**config.mk**
```make
export PLATFORM = sky130hd
export DESIGN_NAME = ucr_ctrl_ep
export DESIGN_NICKNAME = d
export VERILOG_FILES = /design/src/design/ucr_pkg.sv /design/src/design/ucr_ram.sv /design/src/design/ucr_ctrl_ep.sv
export VERILOG_INCLUDE_DIRS = /design/src /design/src/design
export SDC_FILE = /design/constraint.sdc
export NUM_CORES = 1
export LEC_CHECK = 0
export ABC_AREA = 1
export BUFFER_PORTS_ARGS = -buffer_cell sky130_fd_sc_hd__buf_4
export CAP_MARGIN = 20
export CORE_UTILIZATION = 30
export CTS_CLUSTER_SIZE = 25
export DETAILED_ROUTE_END_ITERATION = 6
export SLEW_MARGIN = 10
export SYNTH_ARGS = -nofsm -noshare
export SYNTH_HDL_FRONTEND = slang
export SYNTH_HIERARCHICAL = 1
export SYNTH_SLANG_ARGS = --single-unit
```
**constraint.sdc**
```tcl
create_clock -name ref_clk -period 3.2 [get_ports ref_clk]
set_input_delay 0.8 -clock ref_clk [delete_from_list [all_inputs] [get_ports ref_clk]]
set_output_delay 0.8 -clock ref_clk [all_outputs]
set_load 0.02 [all_outputs]
```
**src/design/ucr_cfg.svh**
```systemverilog
/*
  Named constants for the control endpoint request handler: packet ids,
  request codes, descriptor images and defaults.
  Assumes it is included by bare name after the package.
*/
`ifndef UCR_CFG_SVH
`define UCR_CFG_SVH
// ----------------------------------------
// token packet ids (4-bit pid field)
// ----------------------------------------
`define UCR_PID_OUT 4'h1
`define UCR_PID_IN 4'h9
`define UCR_PID_SETUP 4'hd
`define UCR_EP0 4'h0
// ----------------------------------------
// standard request codes
// ----------------------------------------
`define UCR_RQ_GET_STATUS 8'h00
`define UCR_RQ_CLR_FEATURE 8'h01
`define UCR_RQ_SET_FEATURE 8'h03
`define UCR_RQ_SET_ADDRESS 8'h05
`define UCR_RQ_GET_DESC 8'h06
`define UCR_RQ_SET_DESC 8'h07
`define UCR_RQ_GET_CONFIG 8'h08
`define UCR_RQ_SET_CONFIG 8'h09
`define UCR_RQ_GET_IFACE 8'h0a
`define UCR_RQ_SET_IFACE 8'h0b
`define UCR_RQ_SYNCH_FRAME 8'h0c
// ----------------------------------------
// setup field decoding
// ----------------------------------------
`define UCR_TYPE_STD 2'h0
`define UCR_RCP_ENDPOINT 5'h02
`define UCR_FEAT_HALT 16'h0000
`define UCR_SETUP_LAST 4'h7
`define UCR_DT_DEVICE 8'h01
`define UCR_DT_CONFIG 8'h02
`define UCR_DT_STRING 8'h03
`define UCR_ADDR_DEFAULT 7'h00
`define UCR_EP0_MAXP 7'h40
// ----------------------------------------
// descriptor images, first byte leftmost
// ----------------------------------------
`define UCR_LEN_DEV 16'h0012
`define UCR_LEN_CFG 16'h0019
`define UCR_LEN_STR0 16'h0004
`define UCR_LEN_STR1 16'h0006
// vendor 0x1234 and product 0x5678 are arbitrary values
`define UCR_DESC_DEV 144'h12_01_10_01_00_00_00_40_34_12_78_56_00_01_00_01_00_01
`define UCR_DESC_CFG 200'h09_02_19_00_01_01_00_80_32_09_04_00_00_01_ff_00_00_00_07_05_81_03_40_00_0a
`define UCR_DESC_STR0 32'h04_03_09_04
`define UCR_DESC_STR1 48'h06_03_75_00_63_00
`endif

```
**src/design/ucr_pkg.sv**
```systemverilog
/*
  Types shared by the control endpoint request handler.
  Assumes nothing of its surroundings.
*/
package ucr_pkg;
  // control transfer stage, one-hot
  typedef enum logic [5:0] {
    UCR_ST_IDLE = 6'b000001,
    UCR_ST_SETUP = 6'b000010,
    UCR_ST_DIN = 6'b000100,
    UCR_ST_DOUT = 6'b001000,
    UCR_ST_STIN = 6'b010000,
    UCR_ST_STOUT = 6'b100000
  } ucr_state_t;
  // answer placed on the link by the device
  typedef enum logic [1:0] {
    UCR_HS_ACK = 2'h0,
    UCR_HS_NAK = 2'h1,
    UCR_HS_STALL = 2'h2,
    UCR_HS_ZLP = 2'h3
  } ucr_hs_t;
  // source of the in-direction data stage
  typedef enum logic [2:0] {
    UCR_RS_DEV = 3'h0,
    UCR_RS_CFG = 3'h1,
    UCR_RS_STR0 = 3'h2,
    UCR_RS_STR1 = 3'h3,
    UCR_RS_VAL = 3'h4
  } ucr_rsel_t;
endpackage : ucr_pkg

```
**src/design/ucr_ram.sv**
```systemverilog
/*
  Endpoint packet buffer: one write port, one read port, registered read.
  Assumes a single clock and that the writer keeps addresses in range.
*/
`timescale 1ns/1ps
`default_nettype none
module ucr_ram #(
  parameter int DEPTH = 64,
  parameter int AW = 6
) (
  // clock
  input wire logic ref_clk,
  // write side
  input wire logic wr_en,
  input wire logic [AW-1:0] wr_addr,
  input wire logic [7:0] wr_data,
  // read side
  input wire logic [AW-1:0] rd_addr,
  output logic [7:0] rd_data
);
  // storage, no reset so it maps onto block memory
  logic [7:0] mem [DEPTH];

  // write port
  always_ff @(posedge ref_clk) begin
    if (wr_en) begin
      mem[wr_addr] <= wr_data;
    end
  end

  // registered read, one cycle of latency
  always_ff @(posedge ref_clk) begin
    rd_data <= mem[rd_addr];
  end
endmodule : ucr_ram
`default_nettype wire

```
**src/design/ucr_ctrl_ep.sv**
```systemverilog
/*
  Device-side control endpoint request handler: takes decoded tokens and
  data bytes from the serial engine, parses setup packets, answers standard
  requests and feeds in-direction bytes through a two-entry buffer.
  Assumes a packet engine on ref_clk that decodes tokens, checks crc and
  serialises the answers at full speed.
*/
`timescale 1ns/1ps
`default_nettype none
`include "ucr_cfg.svh"
module ucr_ctrl_ep #(
  parameter int NUM_EP = 16,
  parameter int BUF_AW = 6
) (
  // clock and reset
  input wire logic ref_clk,
  input wire logic rst_b,
  // token from the packet engine
  input wire logic tok_valid,
  input wire logic [3:0] tok_pid,
  input wire logic [6:0] tok_addr,
  input wire logic [3:0] tok_endp,
  // received data packet bytes
  input wire logic rx_valid,
  input wire logic [7:0] rx_byte,
  input wire logic rx_last,
  // handshake answer
  output logic hs_valid,
  output ucr_pkg::ucr_hs_t hs_code,
  // in-direction data bytes
  output logic tx_valid,
  output logic [7:0] tx_byte,
  output logic tx_last,
  input wire logic tx_ready,
  // device state seen by the application
  output logic [6:0] dev_addr,
  output logic [7:0] cfg_value,
  output logic [7:0] alt_setting,
  output logic [NUM_EP-1:0] ep_halt,
  output logic full_speed,
  // request notice and out-stage buffer
  output logic req_valid,
  output logic [7:0] req_type,
  output logic [7:0] req_code,
  output logic [15:0] req_value,
  output logic [15:0] req_index,
  output logic [15:0] req_length,
  input wire logic [BUF_AW-1:0] buf_rd_addr,
  output logic [7:0] buf_rd_data
);
  import ucr_pkg::*;

  // ----------------------------------------
  // helpers
  // ----------------------------------------
  function automatic logic [15:0] min16(input logic [15:0] a, input logic [15:0] b);
    return (a < b) ? a : b;
  endfunction : min16

  // byte idx of an image whose first byte sits at the top
  function automatic logic [7:0] pick(input logic [199:0] img, input logic [15:0] n, input logic [15:0] idx);
    logic [199:0] t;
    t = img >> {n - idx - 16'h0001, 3'h0};
    return t[7:0];
  endfunction : pick

  // ----------------------------------------
  // state
  // ----------------------------------------
  ucr_state_t st; // control stage
  logic [3:0] su_cnt; // setup byte count
  logic dec_go; // setup complete, decode next cycle
  logic stall_req; // current request refused
  logic addr_pend; // set address waits for status
  logic [6:0] new_addr; // address to take
  ucr_rsel_t rsel; // in-data source
  logic [7:0] rep_val; // one-byte answers
  logic [15:0] rep_len; // bytes to return
  logic [15:0] in_idx; // next byte to send
  logic [6:0] pkt_left; // bytes left in this packet
  logic pkt_busy; // packet being produced
  logic [BUF_AW-1:0] wr_ptr; // out-stage write index
  logic [1:0] b_cnt; // buffer fill
  logic [7:0] b1_byte; // second buffer entry
  logic b1_last;

  wire logic tok_hit = tok_valid && (tok_addr == dev_addr);
  wire logic tok_ep0 = tok_hit && (tok_endp == `UCR_EP0);
  wire logic tok_in = tok_ep0 && (tok_pid == `UCR_PID_IN);
  wire logic tok_out = tok_ep0 && (tok_pid == `UCR_PID_OUT);
  wire logic tok_setup = tok_ep0 && (tok_pid == `UCR_PID_SETUP);
  wire logic tok_epn = tok_hit && (tok_endp != `UCR_EP0) && (tok_pid != `UCR_PID_SETUP);
  wire logic push = pkt_busy && (b_cnt != 2'h2); // full buffer stalls producer
  wire logic pop = tx_valid && tx_ready;
  wire logic push_last = (pkt_left == 7'h01);
  logic [7:0] push_byte;
  // size of the next in packet, never above one ep0 packet
  logic [15:0] pkt_span;
  assign pkt_span = min16(rep_len - in_idx, {9'h000, `UCR_EP0_MAXP});

  // only full speed is built; low speed never signalled
  assign full_speed = 1'b1;

  // ----------------------------------------
  // in-data source
  // ----------------------------------------
  // descriptors are constant images; one-byte answers come from rep_val
  always_comb begin
    unique case (rsel)
      UCR_RS_DEV: push_byte = pick({56'h0, `UCR_DESC_DEV}, `UCR_LEN_DEV, in_idx);
      UCR_RS_CFG: push_byte = pick(`UCR_DESC_CFG, `UCR_LEN_CFG, in_idx);
      UCR_RS_STR0: push_byte = pick({168'h0, `UCR_DESC_STR0}, `UCR_LEN_STR0, in_idx);
      UCR_RS_STR1: push_byte = pick({152'h0, `UCR_DESC_STR1}, `UCR_LEN_STR1, in_idx);
      default: push_byte = (in_idx == 16'h0000) ? rep_val : 8'h00;
    endcase
  end

  // ----------------------------------------
  // setup parsing
  // ----------------------------------------
  // fields fill in arrival order, two-byte ones low byte first
  always_ff @(posedge ref_clk) begin
    if (!rst_b) begin
      su_cnt <= 4'h0;
      dec_go <= 1'b0;
      {req_type, req_code, req_value, req_index, req_length} <= 64'h0;
    end else begin
      dec_go <= 1'b0;
      if (tok_setup) begin
        su_cnt <= 4'h0;
      end else if ((st == UCR_ST_SETUP) && rx_valid) begin
        su_cnt <= su_cnt + 4'h1;
        unique case (su_cnt)
          4'h0: req_type <= rx_byte;
          4'h1: req_code <= rx_byte;
          4'h2: req_value[7:0] <= rx_byte;
          4'h3: req_value[15:8] <= rx_byte;
          4'h4: req_index[7:0] <= rx_byte;
          4'h5: req_index[15:8] <= rx_byte;
          4'h6: req_length[7:0] <= rx_byte;
          4'h7: req_length[15:8] <= rx_byte;
          default: ;
        endcase
        dec_go <= rx_last && (su_cnt == `UCR_SETUP_LAST); // short packets are dropped
      end
    end
  end
  assign req_valid = dec_go; // class and vendor codes reach the application

  // ----------------------------------------
  // request decode and device state
  // ----------------------------------------
  always_ff @(posedge ref_clk) begin
    if (!rst_b) begin
      stall_req <= 1'b0;
      addr_pend <= 1'b0;
      new_addr <= `UCR_ADDR_DEFAULT;
      dev_addr <= `UCR_ADDR_DEFAULT;
      cfg_value <= 8'h00;
      alt_setting <= 8'h00;
      ep_halt <= '0;
      rsel <= UCR_RS_VAL;
      rep_val <= 8'h00;
      rep_len <= 16'h0000;
    end else if (dec_go) begin
      stall_req <= 1'b0;
      addr_pend <= 1'b0;
      rsel <= UCR_RS_VAL;
      rep_val <= 8'h00;
      rep_len <= 16'h0000;
      if (req_type[6:5] != `UCR_TYPE_STD) begin
        stall_req <= 1'b1;
      end else begin
        unique case (req_code)
          `UCR_RQ_GET_STATUS: begin
            rep_len <= min16(req_length, 16'h0002);
            if (req_type[4:0] == `UCR_RCP_ENDPOINT) begin
              rep_val <= {7'h00, ep_halt[req_index[3:0]]};
            end
          end
          `UCR_RQ_CLR_FEATURE, `UCR_RQ_SET_FEATURE: begin
            if ((req_type[4:0] == `UCR_RCP_ENDPOINT) && (req_value == `UCR_FEAT_HALT)
                && (req_index[3:0] != `UCR_EP0)) begin
              ep_halt[req_index[3:0]] <= (req_code == `UCR_RQ_SET_FEATURE);
            end else begin
              stall_req <= 1'b1;
            end
          end
          `UCR_RQ_SET_ADDRESS: begin
            addr_pend <= 1'b1;
            new_addr <= req_value[6:0];
          end
          `UCR_RQ_GET_DESC: begin
            unique case (req_value[15:8])
              `UCR_DT_DEVICE: begin
                rsel <= UCR_RS_DEV;
                rep_len <= min16(req_length, `UCR_LEN_DEV);
              end
              `UCR_DT_CONFIG: begin
                rsel <= UCR_RS_CFG;
                rep_len <= min16(req_length, `UCR_LEN_CFG);
              end
              `UCR_DT_STRING: begin
                rsel <= (req_value[7:0] == 8'h00) ? UCR_RS_STR0 : UCR_RS_STR1;
                rep_len <= min16(req_length, (req_value[7:0] == 8'h00) ? `UCR_LEN_STR0 : `UCR_LEN_STR1);
                stall_req <= (req_value[7:0] > 8'h01);
              end
              default: stall_req <= 1'b1; // missing descriptor
            endcase
          end
          `UCR_RQ_SET_DESC: ; // data lands in the buffer for the application
          `UCR_RQ_GET_CONFIG: begin
            rep_val <= cfg_value;
            rep_len <= min16(req_length, 16'h0001);
          end
          `UCR_RQ_SET_CONFIG: begin
            cfg_value <= req_value[7:0];
            alt_setting <= 8'h00; // new configuration starts at setting zero
          end
          `UCR_RQ_GET_IFACE: begin
            rep_val <= alt_setting;
            rep_len <= min16(req_length, 16'h0001);
          end
          `UCR_RQ_SET_IFACE: alt_setting <= req_value[7:0]; // one register, one setting
          `UCR_RQ_SYNCH_FRAME: rep_len <= min16(req_length, 16'h0002);
          default: stall_req <= 1'b1;
        endcase
      end
    end else if ((st == UCR_ST_STIN) && tok_in && addr_pend && !stall_req) begin
      dev_addr <= new_addr; // only after the status stage
      addr_pend <= 1'b0;
    end
  end

  // ----------------------------------------
  // control stage sequencing and answers
  // ----------------------------------------
  // every answer follows a token or packet from the host
  always_ff @(posedge ref_clk) begin
    if (!rst_b) begin
      st <= UCR_ST_IDLE;
      hs_valid <= 1'b0;
      hs_code <= UCR_HS_ACK;
      in_idx <= 16'h0000;
      pkt_left <= 7'h00;
      pkt_busy <= 1'b0;
      wr_ptr <= '0;
    end else begin
      hs_valid <= 1'b0;
      if (push) begin
        in_idx <= in_idx + 16'h0001;
        pkt_left <= pkt_left - 7'h01;
        pkt_busy <= !push_last;
      end
      if (tok_setup) begin
        st <= UCR_ST_SETUP; // setup always restarts the pipe
        pkt_busy <= 1'b0;
      end else if (tok_epn) begin
        hs_valid <= 1'b1; // no data path on other numbers
        hs_code <= ep_halt[tok_endp] ? UCR_HS_STALL : UCR_HS_NAK;
      end else begin
        unique case (st)
          UCR_ST_IDLE: begin
            if (tok_in || tok_out) begin
              hs_valid <= 1'b1;
              hs_code <= UCR_HS_NAK;
            end
          end
          UCR_ST_SETUP: begin
            if (rx_valid && rx_last) begin
              hs_valid <= (su_cnt == `UCR_SETUP_LAST);
              hs_code <= UCR_HS_ACK;
              if (su_cnt != `UCR_SETUP_LAST) begin
                st <= UCR_ST_IDLE;
              end
            end
            if (dec_go) begin
              in_idx <= 16'h0000;
              wr_ptr <= '0;
              if (req_length == 16'h0000) begin
                st <= UCR_ST_STIN;
              end else begin
                st <= req_type[7] ? UCR_ST_DIN : UCR_ST_DOUT;
              end
            end
          end
          UCR_ST_DIN: begin
            if (tok_in) begin
              if (stall_req) begin
                hs_valid <= 1'b1;
                hs_code <= UCR_HS_STALL;
              end else if (pkt_busy || (b_cnt != 2'h0)) begin
                hs_valid <= 1'b1;
                hs_code <= UCR_HS_NAK;
              end else if (in_idx >= rep_len) begin
                hs_valid <= 1'b1;
                hs_code <= UCR_HS_ZLP;
              end else begin
                pkt_busy <= 1'b1; // at most one packet of ep0 size
                pkt_left <= pkt_span[6:0];
              end
            end else if (tok_out) begin
              st <= UCR_ST_STOUT;
            end
          end
          UCR_ST_DOUT: begin
            if (tok_in) begin
              hs_valid <= 1'b1;
              hs_code <= stall_req ? UCR_HS_STALL : UCR_HS_ZLP;
              st <= UCR_ST_IDLE;
            end else if (rx_valid && rx_last) begin
              hs_valid <= 1'b1;
              hs_code <= stall_req ? UCR_HS_STALL : UCR_HS_ACK;
            end
            if (rx_valid && !stall_req) begin
              wr_ptr <= wr_ptr + 1'b1;
            end
          end
          UCR_ST_STIN: begin
            if (tok_in) begin
              hs_valid <= 1'b1;
              hs_code <= stall_req ? UCR_HS_STALL : UCR_HS_ZLP;
              st <= UCR_ST_IDLE;
            end
          end
          UCR_ST_STOUT: begin
            if (rx_valid && rx_last) begin
              hs_valid <= 1'b1;
              hs_code <= stall_req ? UCR_HS_STALL : UCR_HS_ACK;
              st <= UCR_ST_IDLE;
            end
          end
        endcase
      end
    end
  end

  // ----------------------------------------
  // two-entry output buffer
  // ----------------------------------------
  // a stall by the engine holds both entries; the producer waits on b_cnt
  assign tx_valid = (b_cnt != 2'h0);
  always_ff @(posedge ref_clk) begin
    if (!rst_b) begin
      b_cnt <= 2'h0;
      tx_byte <= 8'h00;
      tx_last <= 1'b0;
      b1_byte <= 8'h00;
      b1_last <= 1'b0;
    end else begin
      unique case ({push, pop})
        2'b10: begin
          if (b_cnt == 2'h0) begin
            {tx_byte, tx_last} <= {push_byte, push_last};
          end else begin
            {b1_byte, b1_last} <= {push_byte, push_last};
          end
          b_cnt <= b_cnt + 2'h1;
        end
        2'b01: begin
          {tx_byte, tx_last} <= {b1_byte, b1_last};
          b_cnt <= b_cnt - 2'h1;
        end
        2'b11: begin
          if (b_cnt == 2'h1) begin
            {tx_byte, tx_last} <= {push_byte, push_last};
          end else begin
            {tx_byte, tx_last} <= {b1_byte, b1_last};
            {b1_byte, b1_last} <= {push_byte, push_last};
          end
        end
        default: ;
      endcase
    end
  end

  // out-stage packet store, one full ep0 packet deep
  ucr_ram #(.DEPTH(1 << BUF_AW), .AW(BUF_AW)) u_buf (
    .ref_clk(ref_clk),
    .wr_en((st == UCR_ST_DOUT) && rx_valid && !stall_req),
    .wr_addr(wr_ptr),
    .wr_data(rx_byte),
    .rd_addr(buf_rd_addr),
    .rd_data(buf_rd_data)
  );

  // ----------------------------------------
  // checks
  // ----------------------------------------
  property p_foreign;
    @(posedge ref_clk) disable iff (!rst_b)
    tok_valid && (tok_addr != dev_addr) && (st == UCR_ST_IDLE) && !rx_valid |=> !hs_valid;
  endproperty
  a_foreign: assert property (p_foreign) else $error("answer to another address");
  property p_nak_idle;
    @(posedge ref_clk) disable iff (!rst_b)
    tok_in && (st == UCR_ST_IDLE) |=> hs_valid && (hs_code == UCR_HS_NAK);
  endproperty
  a_nak_idle: assert property (p_nak_idle) else $error("idle in token not naked");
  property p_unsup;
    @(posedge ref_clk) disable iff (!rst_b)
    dec_go && (req_type[6:5] == `UCR_TYPE_STD) && (req_code > `UCR_RQ_SYNCH_FRAME) |=> stall_req;
  endproperty
  a_unsup: assert property (p_unsup) else $error("unknown request not stalled");
  property p_pkt_max;
    @(posedge ref_clk) disable iff (!rst_b)
    pkt_left <= `UCR_EP0_MAXP;
  endproperty
  a_pkt_max: assert property (p_pkt_max) else $error("packet above ep0 size");
  property p_alt;
    @(posedge ref_clk) disable iff (!rst_b)
    dec_go && (req_type[6:5] == `UCR_TYPE_STD) && (req_code == `UCR_RQ_SET_IFACE)
      |=> alt_setting == $past(req_value[7:0]);
  endproperty
  a_alt: assert property (p_alt) else $error("alternate setting not taken");
  property p_len_order;
    @(posedge ref_clk) disable iff (!rst_b)
    dec_go |-> (req_length[15:8] == $past(rx_byte)) && (req_length[7:0] == $past(rx_byte, 2));
  endproperty
  a_len_order: assert property (p_len_order) else $error("length bytes swapped");
  property p_no_data;
    @(posedge ref_clk) disable iff (!rst_b)
    dec_go && (req_length == 16'h0000) && !tok_setup |=> st == UCR_ST_STIN;
  endproperty
  a_no_data: assert property (p_no_data) else $error("data stage not skipped");
  property p_addr;
    @(posedge ref_clk) disable iff (!rst_b)
    (st == UCR_ST_STIN) && tok_in && addr_pend && !stall_req && !tok_setup
      |=> (dev_addr == $past(new_addr)) ##1 (dev_addr == $past(new_addr, 2));
  endproperty
  a_addr: assert property (p_addr) else $error("new address not kept");
endmodule : ucr_ctrl_ep
`default_nettype wire

```
==> results.cfg <==
[clocking]
clockRootBuffer = clkbuf_16
cts_buffer_depth = 3
clk_pin_slew_worst_paths_ps = 60
cts_made_buffers = 74
cts-htree-levels = 3
post_cts_buffers = 0
cts_hold_buf = 0
clk_latency_ps = 640
cts_tree = done
clock-sinks = 723
cts-resized-gates = 0

[timing]
fin_tns_setup_ps = 0
finalHoldViolations = 0
fin_crit_ps = 2890
slew_viol_final = 0
fmax_mhz = 346
rsz0062_at_grt = no
skew_ps = 30.2
max_slew_margin_pct = 31.6
period_share_pct = 90.3
worst_pin_slew_ps = 1020
setup_violations = 0
holdWs_ps = 443

[logic_synthesis]
yosysSeqAreaShare_pct = 57.7
ys_async_sr_fraction_pct = 0
synth_edf_count = 512
synth_cell_type_count = 63
synthTopCellsByCount = nand2_1, nand3_1, edfxtp_1
synth_top_area_share_pct = 45.3
yosys_warnings = 6
syn_nets = 3804
synth_ff_type = edfxtp_1
avgSynthCellArea_um2 = 9.11
ys_ff_latch = 723
synthTopCellsByArea = edfxtp_1, dfxtp_1, nand2_1, nand3_1, nor2_1
syn_inst = 3730
yosys.area.top_type = edfxtp_1
mappedNetlistArea_um2 = 34000
yosysMostFrequentCell = nand2_1

[run_status]
outcome = complete, no violations

[critical_path]
slowest_delay_ps = 410
path_buf_inv = 1
cp-end-kind = flip-flop
slowest_stage = ha_1
critical_path.cell_chain = inv_1 -> ha_1 -> nand2_1 -> o21ai_2 -> a21boi_0 -> o21ai_1 -> nand3_1 -> nand2_1 -> nand2_1 -> nand2_1 -> nand2_1 -> nor2_1 -> nand2_1 -> nor2_2 -> nand2_1 -> nand2_1 -> nand2_1 -> a21oi_1
critPathMostFrequentCell = nand2_1
startpoint_type = flip-flop
worstPathRequired_ps = 3760
criticalPathCategory = flip-flop to flip-flop
critPathArrivalTime_ps = 3450
critPathMaxFanout = 6
crit_family = simple AND/OR/NAND/NOR gates

[grt]
use_met2_pct = 26.5
grt_use_met1_pct = 23.0
top_usage_layer = met2
use_met3_pct = 2.60
grt_pass1_vias = 25162
antenna_found_initial = 0
grt_pass1_wl_mm = 150
grt_max_degree = 129
grt_overflow = 0
grtUsageTotal_pct = 16.5

[route]
ant_nets = 0
drtPass1Iterations = 5
drc = 0
vias_per_cell = 4.89
routedWlPerCell_um = 17.7
dr_total_vias = 26826
detail_route.iter0.violations = 1899
finalWirelength_mm = 97.0

[power]
power.switching_mw = 4.60
switching_share_pct = 23.0
internal-power_mw = 15.4
power.density_nw_per_um2 = 505
p_seq_share_pct = 50.3
combPwrFrac_pct = 5.9
p_leak_nw = 15.6
p_clk_share_pct = 43.9
ir_worst_vdd_v = 0.000340
p_total_mw = 20.0

[floorplanning]
dieArea_um2 = 115000
chipWidth_um = 338
rows = 123
start_util_pct = 30.2
fp.dieH_um = 338
io_pins = 161
core-area_um2 = 112000

[placed_design]
io_buffers = 159
hpwl_mm = 63.6
gp_congestion = 0.911

[layout]
fillCellCount = 11520
multi_input_area_um2 = 12300
layout-drive-gt1-share_pct = 12.5
seq_area_um2 = 19600
synthToLayoutAreaGrowth_pct = 16.8
diodes = 0
fin_nets = 4007

[hold_path]
hold_class = flip-flop to flip-flop

[job]
cap_violations = 0
==> metal layers <==
metal | up-vias | share of wire [%]
li1 | 13087 | -
met1 | 12806 | 46
met2 | 791 | 46
met3 | 142 | 5.7
met4 | 0 | 2.4
met5 | - | 0
==> logic make-up (layout without fill, tap and decap cells) <==
kind of cell | Yosys count | count (layout) | synth area share (%)
adders and majority gates | 39 | 39 | 1.46
and+or+nand+nor | 2074 | 2074 | 26.9
buffers and inverters | 436 | 693 | 6.04
other | 1 | 1 | 0.0110
DFF | 723 | 723 | 57.7
AOI/OAI and AO/OA | 413 | 413 | 6.72
xor gates and xnor gates | 44 | 44 | 1.13
==> worst min-delay path: cells and delay by family, from the launching register on <==
kind | cells | cell delay [ps]
flip-flops | 1 | 310
AND/OR/NAND/NOR | 2 | 90
==> power groups by stage <==
stage | registers [mW] | clock network (mW) | logic (mW)
after floorplan | 10.3 | 0 | 0.640
after global placement | 10.3 | 0 | 1.17
after detailed placement | 10.3 | 0 | 1.17
after CTS | 10.1 | 8.93 | 1.18
after global routing | 10.1 | 9.31 | 1.29
final | 10.1 | 8.78 | 1.17
==> cell usage in the layout, fill, tap and decap left out, types with 9 or more instances in the layout <==
| cell type | netlist | layout |
|---|---|---|
| nand2_2 | 14 | 14 |
| nand4_1 | 29 | 29 |
| clkbuf_16 | 0 | 75 |
| nand2_1 | 1055 | 1055 |
| clkbuf_1 | 38 | 11 |
| nor2_4 | 14 | 14 |
| o21ai_0 | 161 | 161 |
| inv_2 | 14 | 15 |
| dfxtp_1 | 211 | 211 |
| buf_4 | 15 | 280 |
| xor2_1 | 35 | 35 |
| ha_1 | 38 | 38 |
| xnor2_1 | 9 | 9 |
| nor2_2 | 10 | 10 |
| nand3_1 | 565 | 565 |
| a211oi_1 | 25 | 25 |
| inv_1 | 243 | 242 |
| a21oi_1 | 166 | 166 |
| buf_12 | 0 | 16 |
| clkinv_1 | 6 | 18 |
| nor3_1 | 70 | 69 |
| a31oi_1 | 9 | 9 |
| nor2_1 | 263 | 263 |
| edfxtp_1 | 512 | 512 |
| nor4_1 | 14 | 14 |
==> cell type report <==
class,instances,area share [%]
Clock buffer,90,4.95
Clock inverter,40,1.17
Inverter,266,2.56
Multi-Input combinational cell,2571,31.1
Sequential cell,723,49.4
Tap cell,1500,4.73
Timing Repair Buffer,297,6.13
==> sequential cells by signal, summed over array words and instances (netlist names), 16 cells and up <==
| signal | cells |
|---|---|
| u_buf/mem | 512 |
| ep_halt | 16 |
| in_idx | 16 |
| rep_len | 16 |
| req_index | 16 |
| req_length | 16 |
| req_value | 16 |
==> per-stage QoR <==
stage	cells	utilization, %	setup WS [ps]	instance area, um2
2_1_floorplan	3730	-	607	34000
3_3_place_gp	5357	33.2	278	37200
3_5_place_dp	5357	33.2	255	37200
4_1_cts	5487	35.3	343	39700
5_1_grt	5487	35.3	4.28	39700
6_report	5487	35.3	309	39700
==> path summary, 6_finish.rpt <==
check	from	endpoint	slack [ps]	cells after the start
worst max-delay path	in_idx[2]$_SDFF_PN0_	pkt_left[0]$_SDFF_PN0_	310	18
worst min-delay path	rep_len[5]$_SDFFE_PN0P_	rep_len[5]$_SDFFE_PN0P_	440	2
worst max register to register	in_idx[2]$_SDFF_PN0_	pkt_left[0]$_SDFF_PN0_	310	18
worst min register to register	rep_len[5]$_SDFFE_PN0P_	rep_len[5]$_SDFFE_PN0P_	440	2
Power figures use the tool's default switching activity.
